File: config.mk
export PLATFORM = sky130hd
export DESIGN_NAME = dtc_timer_top
export DESIGN_NICKNAME = d
export VERILOG_FILES = /design/src/dtc_pkg.sv /design/src/dtc_evt_if.sv /design/src/dtc_prescale.sv /design/src/dtc_fall_det.sv /design/src/dtc_timer_top.sv
export SDC_FILE = /design/constraint.sdc
export NUM_CORES = 1
export LEC_CHECK = 0
export ABC_AREA = 0
export BUFFER_PORTS_ARGS = -buffer_cell sky130_fd_sc_hd__buf_2
export CAP_MARGIN = 20
export CORE_MARGIN = 2
export CORE_UTILIZATION = 30
export CTS_CLUSTER_DIAMETER = 80
export CTS_CLUSTER_SIZE = 28
export DETAILED_ROUTE_END_ITERATION = 7
export GPL_ROUTABILITY_DRIVEN = 0
export PLACE_DENSITY = 0.56
export SLEW_MARGIN = 20
export SYNTH_ARGS = -nofsm -noshare
export SYNTH_HDL_FRONTEND = slang
export SYNTH_SLANG_ARGS = --single-unit
File: constraint.sdc
create_clock -name core_clk_i -period 1.9 [get_ports core_clk_i]
set_input_delay 0 -clock core_clk_i [delete_from_list [all_inputs] [get_ports core_clk_i]]
set_output_delay 0 -clock core_clk_i [all_outputs]
set_load 0.01 [all_outputs]
File: src/dtc_pkg.sv
// package: register map, field layout, reset values and divide counts of the timer block
package dtc_pkg;

   // ****************************************************************
   // register addresses on the special function register port
   // ****************************************************************
   localparam logic [7:0] ADR_POWER_CONTROL      = 8'h87;
   localparam logic [7:0] ADR_TIMER_CONTROL      = 8'h88;
   localparam logic [7:0] ADR_TIMER_MODE_CONTROL = 8'h89;
   localparam logic [7:0] ADR_TIMER0_LOW_BYTE    = 8'h8a;
   localparam logic [7:0] ADR_TIMER1_LOW_BYTE    = 8'h8b;
   localparam logic [7:0] ADR_TIMER0_HIGH_BYTE   = 8'h8c;
   localparam logic [7:0] ADR_TIMER1_HIGH_BYTE   = 8'h8d;
   localparam logic [7:0] ADR_CLOCK_CONTROL      = 8'h8e;

   // ****************************************************************
   // field positions; per-timer fields step by the given stride
   // ****************************************************************
   localparam int TCTL_RUN_POS      = 4;   // timer 0 run bit, timer 1 at +2
   localparam int TCTL_OVF_POS      = 5;   // timer 0 overflow flag, timer 1 at +2
   localparam int TCTL_TYPE_POS     = 0;   // ext irq 0 trigger type, irq 1 at +2
   localparam int TCTL_REQ_POS      = 1;   // ext irq 0 request flag, irq 1 at +2
   localparam int TCTL_STRIDE       = 2;
   localparam int TMC_NIBBLE        = 4;   // timer 1 uses the upper nibble
   localparam int TMC_GATE_POS      = 3;
   localparam int TMC_COUNTER_POS   = 2;
   localparam int TMC_MODE_POS      = 0;   // two-bit mode field
   localparam int CLKC_DIV_POS      = 3;   // timer 0 divider select, timer 1 at +1
   localparam int PWRC_POWER_DN_POS = 1;
   localparam int PWRC_HALT_POS     = 0;

   // ****************************************************************
   // reset values and read-back constants
   // ****************************************************************
   localparam logic [7:0] RST_POWER_CONTROL = 8'h00;
   localparam logic [7:0] RST_TIMER_MODE    = 8'h00;
   localparam logic [7:0] RST_COUNT_BYTE    = 8'h00;
   localparam logic [7:0] RST_CLOCK_CONTROL = 8'h01;
   localparam logic [7:0] PWRC_UNUSED_MASK  = 8'h30;  // unimplemented bits read high
   localparam logic [7:0] UNMAPPED_READ     = 8'hff;

   // ****************************************************************
   // machine-cycle divide counts
   // ****************************************************************
   localparam int DIV_FAST_CNT = 4;
   localparam int DIV_SLOW_CNT = 12;

   typedef enum logic [1:0]
   {
      MODE_13BIT  = 2'b00,
      MODE_16BIT  = 2'b01,
      MODE_RELOAD = 2'b10,
      MODE_SPLIT  = 2'b11
   } dtc_mode_e;

endpackage : dtc_pkg

File: src/dtc_evt_if.sv
// interface: tick and pin-edge events passed from the helpers to the timer core
`timescale 1ns/100ps
interface dtc_evt_if;
   logic       tick_fast;   // one pulse every fast divide count
   logic       tick_slow;   // one pulse every slow divide count
   logic [3:0] fall;        // count pin 0/1, ext irq pin 0/1 falling edges

   modport div  (output tick_fast, output tick_slow);
   modport det  (output fall);
   modport core (input tick_fast, input tick_slow, input fall);
endinterface : dtc_evt_if

File: src/dtc_prescale.sv
// module: free-running machine-cycle divider giving fast and slow tick pulses
`timescale 1ns/100ps
module dtc_prescale
   import dtc_pkg::*;
#(
   parameter int FAST = DIV_FAST_CNT,
   parameter int SLOW = DIV_SLOW_CNT
)
(
   input  wire logic core_clk_i,
   input  wire logic rst_i,
   dtc_evt_if.div    evt
);
   localparam logic [3:0] FAST_LAST = 4'(FAST - 1);
   localparam logic [3:0] SLOW_LAST = 4'(SLOW - 1);

   if (FAST < 2 || SLOW <= FAST || SLOW > 16)
   begin : g_bad
      $error("dtc_prescale: divide counts out of range");
   end

   logic [3:0] fast_cnt_ff;
   logic [3:0] slow_cnt_ff;

   // counters run through idle and power-down; counting is gated in the core
   always_ff @(posedge core_clk_i)
   begin
      if (rst_i)
      begin
         fast_cnt_ff   <= 4'h0;
         slow_cnt_ff   <= 4'h0;
         evt.tick_fast <= 1'b0;
         evt.tick_slow <= 1'b0;
      end
      else
      begin
         fast_cnt_ff   <= (fast_cnt_ff == FAST_LAST) ? 4'h0 : fast_cnt_ff + 4'h1;
         slow_cnt_ff   <= (slow_cnt_ff == SLOW_LAST) ? 4'h0 : slow_cnt_ff + 4'h1;
         evt.tick_fast <= (fast_cnt_ff == FAST_LAST);
         evt.tick_slow <= (slow_cnt_ff == SLOW_LAST);
      end
   end
endmodule : dtc_prescale

File: src/dtc_fall_det.sv
// module: falling-edge detection on the count and external interrupt pins
`timescale 1ns/100ps
module dtc_fall_det
#(
   parameter int N = 4
)
(
   input  wire logic         core_clk_i,
   input  wire logic         rst_i,
   input  wire logic [N-1:0] pin_i,
   dtc_evt_if.det            evt
);
   if (N != 4)
   begin : g_bad
      $error("dtc_fall_det: interface carries exactly four pins");
   end

   logic [N-1:0] prev_ff;

   // pins idle high, so reset to one; a pin already low at release then reads as one falling edge
   for (genvar i = 0; i < N; i++)
   begin : g_pin
      always_ff @(posedge core_clk_i)
      begin
         if (rst_i)
            prev_ff[i] <= 1'b1;
         else
            prev_ff[i] <= pin_i[i];
      end
      assign evt.fall[i] = prev_ff[i] & ~pin_i[i];
   end
endmodule : dtc_fall_det

File: src/dtc_timer_top.sv
// module: two timer/counters with external interrupt flags behind the register port
`timescale 1ns/100ps
module dtc_timer_top
   import dtc_pkg::*;
(
   input  wire logic       core_clk_i,
   input  wire logic       rst_i,
   input  wire logic [7:0] sfr_addr_i,
   input  wire logic       sfr_wr_i,
   input  wire logic       sfr_rd_i,
   input  wire logic [7:0] sfr_wdata_i,
   output logic      [7:0] sfr_rdata_o,
   input  wire logic [1:0] count_pin_i,
   input  wire logic       ext_irq0_pin_i,
   input  wire logic       ext_irq1_pin_i,
   input  wire logic [1:0] timer_isr_ack_i,
   input  wire logic [1:0] ext_irq_vector_ack_i,
   output logic            timer0_overflow_flag_o,
   output logic            timer1_overflow_flag_o,
   output logic            ext_irq0_request_flag_o,
   output logic            ext_irq1_request_flag_o,
   output logic            cpu_halt_o,
   output logic            power_down_o
);
   // ****************************************************************
   // helpers: divider ticks and pin edges
   // ****************************************************************
   dtc_evt_if evt ();

   dtc_prescale #(.FAST(DIV_FAST_CNT), .SLOW(DIV_SLOW_CNT)) u_div
   (
      .core_clk_i (core_clk_i),
      .rst_i      (rst_i),
      .evt        (evt)
   );

   dtc_fall_det #(.N(4)) u_edge
   (
      .core_clk_i (core_clk_i),
      .rst_i      (rst_i),
      .pin_i      ({ext_irq1_pin_i, ext_irq0_pin_i, count_pin_i}),
      .evt        (evt)
   );

   // ****************************************************************
   // register state
   // ****************************************************************
   logic [7:0] pwr_ctl_ff;
   logic [7:0] tmc_ff;
   logic [7:0] clkc_ff;
   logic [7:0] tl_ff [2];
   logic [7:0] th_ff [2];
   logic [1:0] run_ff;
   logic [1:0] ovf_ff;
   logic [1:0] req_ff;
   logic [1:0] type_ff;

   // ****************************************************************
   // register port decode
   // ****************************************************************
   wire wr_pwrc = sfr_wr_i && (sfr_addr_i == ADR_POWER_CONTROL);
   wire wr_tctl = sfr_wr_i && (sfr_addr_i == ADR_TIMER_CONTROL);
   wire wr_tmc  = sfr_wr_i && (sfr_addr_i == ADR_TIMER_MODE_CONTROL);
   wire wr_clkc = sfr_wr_i && (sfr_addr_i == ADR_CLOCK_CONTROL);
   wire [1:0] wr_tl = {sfr_wr_i && (sfr_addr_i == ADR_TIMER1_LOW_BYTE),
                       sfr_wr_i && (sfr_addr_i == ADR_TIMER0_LOW_BYTE)};
   wire [1:0] wr_th = {sfr_wr_i && (sfr_addr_i == ADR_TIMER1_HIGH_BYTE),
                       sfr_wr_i && (sfr_addr_i == ADR_TIMER0_HIGH_BYTE)};

   // ****************************************************************
   // per-timer controls and increment enables
   // ****************************************************************
   wire       frozen  = pwr_ctl_ff[PWRC_POWER_DN_POS];
   wire [1:0] irq_pin = {ext_irq1_pin_i, ext_irq0_pin_i};
   dtc_mode_e mode [2];
   logic [1:0] gate;
   logic [1:0] cnt_sel;
   logic [1:0] div_fast;
   logic [1:0] runs;
   logic [1:0] tick;
   logic [1:0] inc;

   // the generate keeps both timers' control decode identical
   for (genvar i = 0; i < 2; i++)
   begin : g_ctl
      assign mode[i]     = dtc_mode_e'(tmc_ff[i*TMC_NIBBLE+TMC_MODE_POS +: 2]);
      assign gate[i]     = tmc_ff[i*TMC_NIBBLE+TMC_GATE_POS];
      assign cnt_sel[i]  = tmc_ff[i*TMC_NIBBLE+TMC_COUNTER_POS];
      assign div_fast[i] = clkc_ff[CLKC_DIV_POS+i];
      assign runs[i]     = run_ff[i] & (~gate[i] | irq_pin[i]);
      assign tick[i]     = div_fast[i] ? evt.tick_fast : evt.tick_slow;
      assign inc[i]      = runs[i] & ~frozen & (cnt_sel[i] ? evt.fall[i] : tick[i]);
   end

   // split high byte: timer 1 run bit, timer 0 internal ticks only
   wire inc_split = (mode[0] == MODE_SPLIT) & run_ff[1] & ~frozen & tick[0];

   // ****************************************************************
   // count step: returns {overflow, high, low}
   // ****************************************************************
   function automatic logic [16:0] dtc_step(input dtc_mode_e m, input logic [7:0] hi,
                                            input logic [7:0] lo);
      logic [12:0] v13;
      logic [15:0] v16;
      logic [16:0] r;
      v13 = {hi, lo[4:0]} + 13'h1;
      v16 = {hi, lo} + 16'h1;
      case (m)
         MODE_13BIT:  r = {&{hi, lo[4:0]}, v13[12:5], lo[7:5], v13[4:0]};
         MODE_16BIT:  r = {&{hi, lo}, v16};
         MODE_RELOAD: r = (&lo) ? {1'b1, hi, hi} : {1'b0, hi, lo + 8'h01};
         default:     r = {1'b0, hi, lo};
      endcase
      return r;
   endfunction : dtc_step

   // ****************************************************************
   // next counts; a software byte write wins over the count
   // ****************************************************************
   logic [7:0] nxt_tl [2];
   logic [7:0] nxt_th [2];
   logic [1:0] ovf_hit;
   logic       split_hit;
   logic [16:0] step0;
   logic [16:0] step1;

   always_comb
   begin
      step0 = dtc_step(mode[0], th_ff[0], tl_ff[0]);
      step1 = dtc_step(mode[1], th_ff[1], tl_ff[1]);
      nxt_tl[0] = tl_ff[0];
      nxt_th[0] = th_ff[0];
      nxt_tl[1] = tl_ff[1];
      nxt_th[1] = th_ff[1];
      ovf_hit   = 2'b00;
      split_hit = 1'b0;
      if (mode[0] == MODE_SPLIT)
      begin
         if (inc[0])
            {ovf_hit[0], nxt_tl[0]} = {1'b0, tl_ff[0]} + 9'h001;
         if (inc_split)
            {split_hit, nxt_th[0]} = {1'b0, th_ff[0]} + 9'h001;
      end
      else if (inc[0])
         {ovf_hit[0], nxt_th[0], nxt_tl[0]} = step0;
      // mode 3 on timer 1 leaves the count untouched
      if (inc[1] && mode[1] != MODE_SPLIT)
         {ovf_hit[1], nxt_th[1], nxt_tl[1]} = step1;
      for (int i = 0; i < 2; i++)
      begin
         if (wr_tl[i])
            nxt_tl[i] = sfr_wdata_i;
         if (wr_th[i])
            nxt_th[i] = sfr_wdata_i;
      end
   end

   // while timer 0 is split its high byte owns timer 1's flag
   wire [1:0] ovf_set = {(mode[0] == MODE_SPLIT) ? split_hit : ovf_hit[1], ovf_hit[0]};

   // ****************************************************************
   // flags: a hardware set wins over a clear in the same cycle
   // ****************************************************************
   logic [1:0] nxt_ovf;
   logic [1:0] nxt_req;
   logic [1:0] nxt_run;
   logic [1:0] nxt_type;

   for (genvar i = 0; i < 2; i++)
   begin : g_flag
      wire sw_ovf = sfr_wdata_i[TCTL_OVF_POS+i*TCTL_STRIDE];
      wire sw_req = sfr_wdata_i[TCTL_REQ_POS+i*TCTL_STRIDE];
      wire kept_ovf = wr_tctl ? sw_ovf : (ovf_ff[i] & ~timer_isr_ack_i[i]);
      wire kept_req = wr_tctl ? sw_req : (req_ff[i] & ~ext_irq_vector_ack_i[i]);
      assign nxt_ovf[i] = ovf_set[i] | kept_ovf;
      // edge type latches a falling edge; level type tracks the pin low
      assign nxt_req[i] = type_ff[i] ? ((evt.fall[2+i] & ~frozen) | kept_req)
                                     : ~irq_pin[i];
      assign nxt_run[i] = wr_tctl ? sfr_wdata_i[TCTL_RUN_POS+i*TCTL_STRIDE] : run_ff[i];
      assign nxt_type[i] = wr_tctl ? sfr_wdata_i[TCTL_TYPE_POS+i*TCTL_STRIDE]
                                   : type_ff[i];
   end

   // a new external request wakes from power-down; any new flag ends idle
   wire new_ext = |(nxt_req & ~req_ff);
   wire new_any = new_ext | (|(nxt_ovf & ~ovf_ff));
   logic [7:0] nxt_pwr;
   always_comb
   begin
      nxt_pwr = wr_pwrc ? sfr_wdata_i : pwr_ctl_ff;
      if (new_ext)
         nxt_pwr[PWRC_POWER_DN_POS] = 1'b0;
      if (new_any)
         nxt_pwr[PWRC_HALT_POS] = 1'b0;
   end

   // ****************************************************************
   // read mux; unmapped addresses read all ones
   // ****************************************************************
   logic [7:0] tctl_rd;
   for (genvar i = 0; i < 2; i++)
   begin : g_rd
      assign tctl_rd[TCTL_OVF_POS+i*TCTL_STRIDE]  = ovf_ff[i];
      assign tctl_rd[TCTL_RUN_POS+i*TCTL_STRIDE]  = run_ff[i];
      assign tctl_rd[TCTL_REQ_POS+i*TCTL_STRIDE]  = req_ff[i];
      assign tctl_rd[TCTL_TYPE_POS+i*TCTL_STRIDE] = type_ff[i];
   end
   wire [7:0] rd_mux =
      (sfr_addr_i == ADR_POWER_CONTROL)      ? (pwr_ctl_ff | PWRC_UNUSED_MASK) :
      (sfr_addr_i == ADR_TIMER_CONTROL)      ? tctl_rd :
      (sfr_addr_i == ADR_TIMER_MODE_CONTROL) ? tmc_ff :
      (sfr_addr_i == ADR_TIMER0_LOW_BYTE)    ? tl_ff[0] :
      (sfr_addr_i == ADR_TIMER1_LOW_BYTE)    ? tl_ff[1] :
      (sfr_addr_i == ADR_TIMER0_HIGH_BYTE)   ? th_ff[0] :
      (sfr_addr_i == ADR_TIMER1_HIGH_BYTE)   ? th_ff[1] :
      (sfr_addr_i == ADR_CLOCK_CONTROL)      ? clkc_ff : UNMAPPED_READ;

   // ****************************************************************
   // state registers
   // ****************************************************************
   always_ff @(posedge core_clk_i)
   begin
      if (rst_i)
      begin
         pwr_ctl_ff  <= RST_POWER_CONTROL;
         tmc_ff      <= RST_TIMER_MODE;
         clkc_ff     <= RST_CLOCK_CONTROL;
         run_ff      <= 2'b00;
         ovf_ff      <= 2'b00;
         req_ff      <= 2'b00;
         type_ff     <= 2'b00;
         sfr_rdata_o <= 8'h00;
      end
      else
      begin
         pwr_ctl_ff  <= nxt_pwr;
         tmc_ff      <= wr_tmc ? sfr_wdata_i : tmc_ff;
         clkc_ff     <= wr_clkc ? sfr_wdata_i : clkc_ff;
         run_ff      <= nxt_run;
         ovf_ff      <= nxt_ovf;
         req_ff      <= nxt_req;
         type_ff     <= nxt_type;
         sfr_rdata_o <= sfr_rd_i ? rd_mux : sfr_rdata_o;
      end
   end

   // count bytes, one set per timer
   for (genvar i = 0; i < 2; i++)
   begin : g_cnt
      always_ff @(posedge core_clk_i)
      begin
         if (rst_i)
         begin
            tl_ff[i] <= RST_COUNT_BYTE;
            th_ff[i] <= RST_COUNT_BYTE;
         end
         else
         begin
            tl_ff[i] <= nxt_tl[i];
            th_ff[i] <= nxt_th[i];
         end
      end
   end

   // outputs are the flag and control flip-flops themselves
   assign timer0_overflow_flag_o  = ovf_ff[0];
   assign timer1_overflow_flag_o  = ovf_ff[1];
   assign ext_irq0_request_flag_o = req_ff[0];
   assign ext_irq1_request_flag_o = req_ff[1];
   assign cpu_halt_o              = pwr_ctl_ff[PWRC_HALT_POS];
   assign power_down_o            = pwr_ctl_ff[PWRC_POWER_DN_POS];
endmodule : dtc_timer_top

==> metrics.csv <==
metric,value,unit
status,finished with violations,
failing checks,setup timing,
IO Pins,42,
Post-synth EDFFs,0,
Synth async-reset ratio,0,%
relative slew slack,59.08,%
H-tree levels,3,
Slew Limit Fails,0,
Worst VDD drop,0.4767,mV
Period minus WS final,1.910,ns
worst skew pair latency,0.36,ns
Setup Skew,0.008891,ns
First-pass DRT Iterations,5,
area of the die,20920,um2
Post-Syn Area,5934,um2
Routed WL per cell,19.09,um
data required time at the worst endpoint,2.17,ns
Core Box Area,19460,um2
Top Family by Delay on Critical Path,simple AND/OR/NAND/NOR gates,
share of layout cells above drive strength 1,32.12,%
Final ANT Viol Nets,0,
area post-placement,7383,um2
Final WS setup,-0.01010,ns
Worst path depth,7,
DRT iter0 DRCs,658,
WS Path Type,reg2reg,
TritonCTS clock tree,built,
dpl hpwl,17.04,mm
"commonest non-fill, non-tap cell in the layout",buf_4,
Vias,6436,
Final Hold Fails,0,
first-pass GRT wire length,34.45,mm
Starting Density,30.49,%
gr ovfl total,0,
Rows,51,
worst slew pin tran,0.6139,ns
CP startpoint,tmc_ff[0],
Mapped Avg Cell Area,7.881,um2
Final Cell Area,7990,um2
most frequently used flop master after synthesis,dfxtp_1,
initial antenna violation count,0,
critical path arrival,2.18,ns
area grow syn2layout,34.64,%
CTS max path bufs,2,
max incr delay on CP,0.52,ns
hold-critical path depth,3,
port bufs,41,
synth warn,0,
vias in the first global route,6022,
reg2reg start,tmc_ff[0],
clk sink count,84,
fill cell count,2007,
die width,144.6,um
most frequent cells in the layout,"buf_4, dfxtp_1, nor2_1",
CTS Root Cell,clkbuf_16,
"flops & latches, synth",84,
switching part of the total,27.31,%
R2R setup slack,-0.01,ns
# DRC,0,
Int Pwr,2.832,mW
Cell variety after synth,74,
WL final,22.36,mm
Min-Delay Startpoint,sfr_wdata_i[0],
Worst Setup End Kind,flip-flop,
Worst R2R Path Depth,7,
combinational power share,9.5,%
P_sw,1.064,mW
part of the power in registers,46.6,%
largest net degree at the start of global routing,55,
PD cells,487.6,nW/um2
DR vias/cell,5.496,
Worst setup SP type,flip-flop,
period utilisation layout,100.5,%
CTS Buf Count,9,
worst hold-check path type,in2reg,
area of the multi-input gates,4180,um2
LEAKAGE,2.917,nW
final setup fails,1,
total track usage,21.66,%
die height,144.6,um
Max-Cap Viols,0,
Critical Path Fanout Max,6,
Post-Syn Nets,796,
maximum clock rate,0.5235,GHz
clock share of power,43.8,%
final core utilization,41.05,%
Cells after Synth,753,
"Slowest-stage cell, CP",or4b_1,
number of nets in the layout,944,
FF+latch area,1693,um2
RSZ-0062 raised after global routing,yes,
worst path cell trace,inv_1 -> ha_2 -> nor2_1 -> nor3_2 -> a31oi_4 -> or4b_1 -> a311oi_1,
# diodes,0,
"Reg clk slew, reported paths",0.07,ns
CP bufs+invs,1,
sequential-to-total area share from yosys stat,28.34,%
==> power by group through the flow <==
stage / Combinational, mW / Clock (mW) / Sequential, mW
after floorplan: 0.182 / 0 / 1.86
after global placement: 0.352 / 0 / 1.86
after detailed placement: 0.352 / 0 / 1.86
after CTS: 0.364 / 1.73 / 1.82
after global routing: 0.400 / 1.80 / 1.82
final: 0.372 / 1.71 / 1.82
==> final cells by class <==
type / instances / area share [%]
multi-input combinational: 595 / 52.32
sequential: 84 / 21.19
timing repair buffer: 195 / 18.10
tap: 265 / 4.150
clock buffer: 10 / 2.866
inverter: 16 / 0.7830
clock inverter: 6 / 0.5951
==> state kept, by name, indices dropped and copies added (netlist names) <==
| signal | flops |
|---|---|
| clkc_ff | 8 |
| run_ff | 2 |
| u_div.slow_cnt_ff | 4 |
| u_div.evt.tick_fast | 1 |
| pwr_ctl_ff | 6 |
| req_ff | 2 |
| u_edge.prev_ff | 4 |
| ovf_ff | 2 |
| tl_ff | 16 |
| th_ff | 16 |
| sfr_rdata_o | 8 |
| u_div.fast_cnt_ff | 4 |
| u_div.evt.tick_slow | 1 |
| type_ff | 2 |
| tmc_ff | 8 |
==> timing repair <==
| action | 4_1_cts | 5_1_grt |
|---|---|---|
| setup buffers | 2 | 2 |
| pin swaps | 4 | 7 |
| endpoints found under the hold margin | 6 | 0 |
| setup endpoints to repair | 22 | 27 |
| cloned | 0 | 0 |
| hold buffers | 6 | 0 |
| resized for setup | 19 | 42 |
==> synth_stat cells (9+ instances only) <==
library cell	count	area [um2]
a211oi_1	16	120.1
a21oi_1	45	225.2
a22oi_1	14	105.1
a31oi_1	16	100.1
and3_1	11	68.82
clkbuf_1	48	180.2
dfxtp_1	84	1682
ha_1	15	187.7
inv_1	16	60.06
mux2_2	11	123.9
mux2i_1	27	270.3
nand2_1	49	183.9
nand2b_1	13	81.33
nand3_1	30	150.1
nand4_1	10	62.56
nor2_1	72	270.3
nor2b_1	22	137.6
nor3_1	14	70.07
o21ai_0	43	215.2
o21ai_1	11	55.05
or2_2	9	56.30
==> worst paths after layout <==
| path | end |
|---|---|
| worst max-delay path | th_ff[0][3] |
| worst min-delay path | type_ff[0] |
| worst max register to register | th_ff[0][3] |
| worst min register to register | u_div.slow_cnt_ff[0] |
==> cell families (layout without fill, tap and decap cells) <==
family | after synthesis | after routing | share of synthesized area, %
AND/OR/NAND/NOR | 285 | 285 | 25.89
AO/OA/AOI/OAI | 245 | 245 | 28.74
flip-flops | 84 | 84 | 28.34
buffers and inverters | 74 | 227 | 5.144
multiplexers | 41 | 41 | 7.400
adder cells (fa/ha/maj) | 15 | 15 | 3.163
XOR/XNOR | 9 | 9 | 1.328
==> worst reg2reg max path, stage by stage, from the launching register on <==
cell	delay (ns)
dfxtp_4	0.37
inv_1	0.09
ha_2	0.22
nor2_1	0.07
nor3_2	0.17
a31oi_4	0.14
or4b_1	0.52
a311oi_1	0.24
==> stage by stage <==
step	power, mW	setup slack (ns)	setup TNS, ns	hold slack, ns	std cells
6_report	3.896	-0.01010	-0.01010	0.03707	1171
5_1_grt	4.019	-0.1283	-0.7210	0.03648	1171
4_1_cts	3.915	-0.001030	-0.001030	0.02223	1169
3_5_place_dp	2.211	-0.2309	-4.387	0.2060	1146
3_3_place_gp	2.210	-0.2595	-3.788	0.2007	1146
2_1_floorplan	2.039	0.01460	0	0.1066	753
==> layer usage <==
layer	global-route usage, %	vias up	routed length, um
met3	3.940	25	1691
met1	31.45	3029	10500
li1	-	3130	-
met4	5.416	0	334
met5	0	-	0
met2	33.00	252	9832
Note: power is estimated with default switching activity, not from simulation.
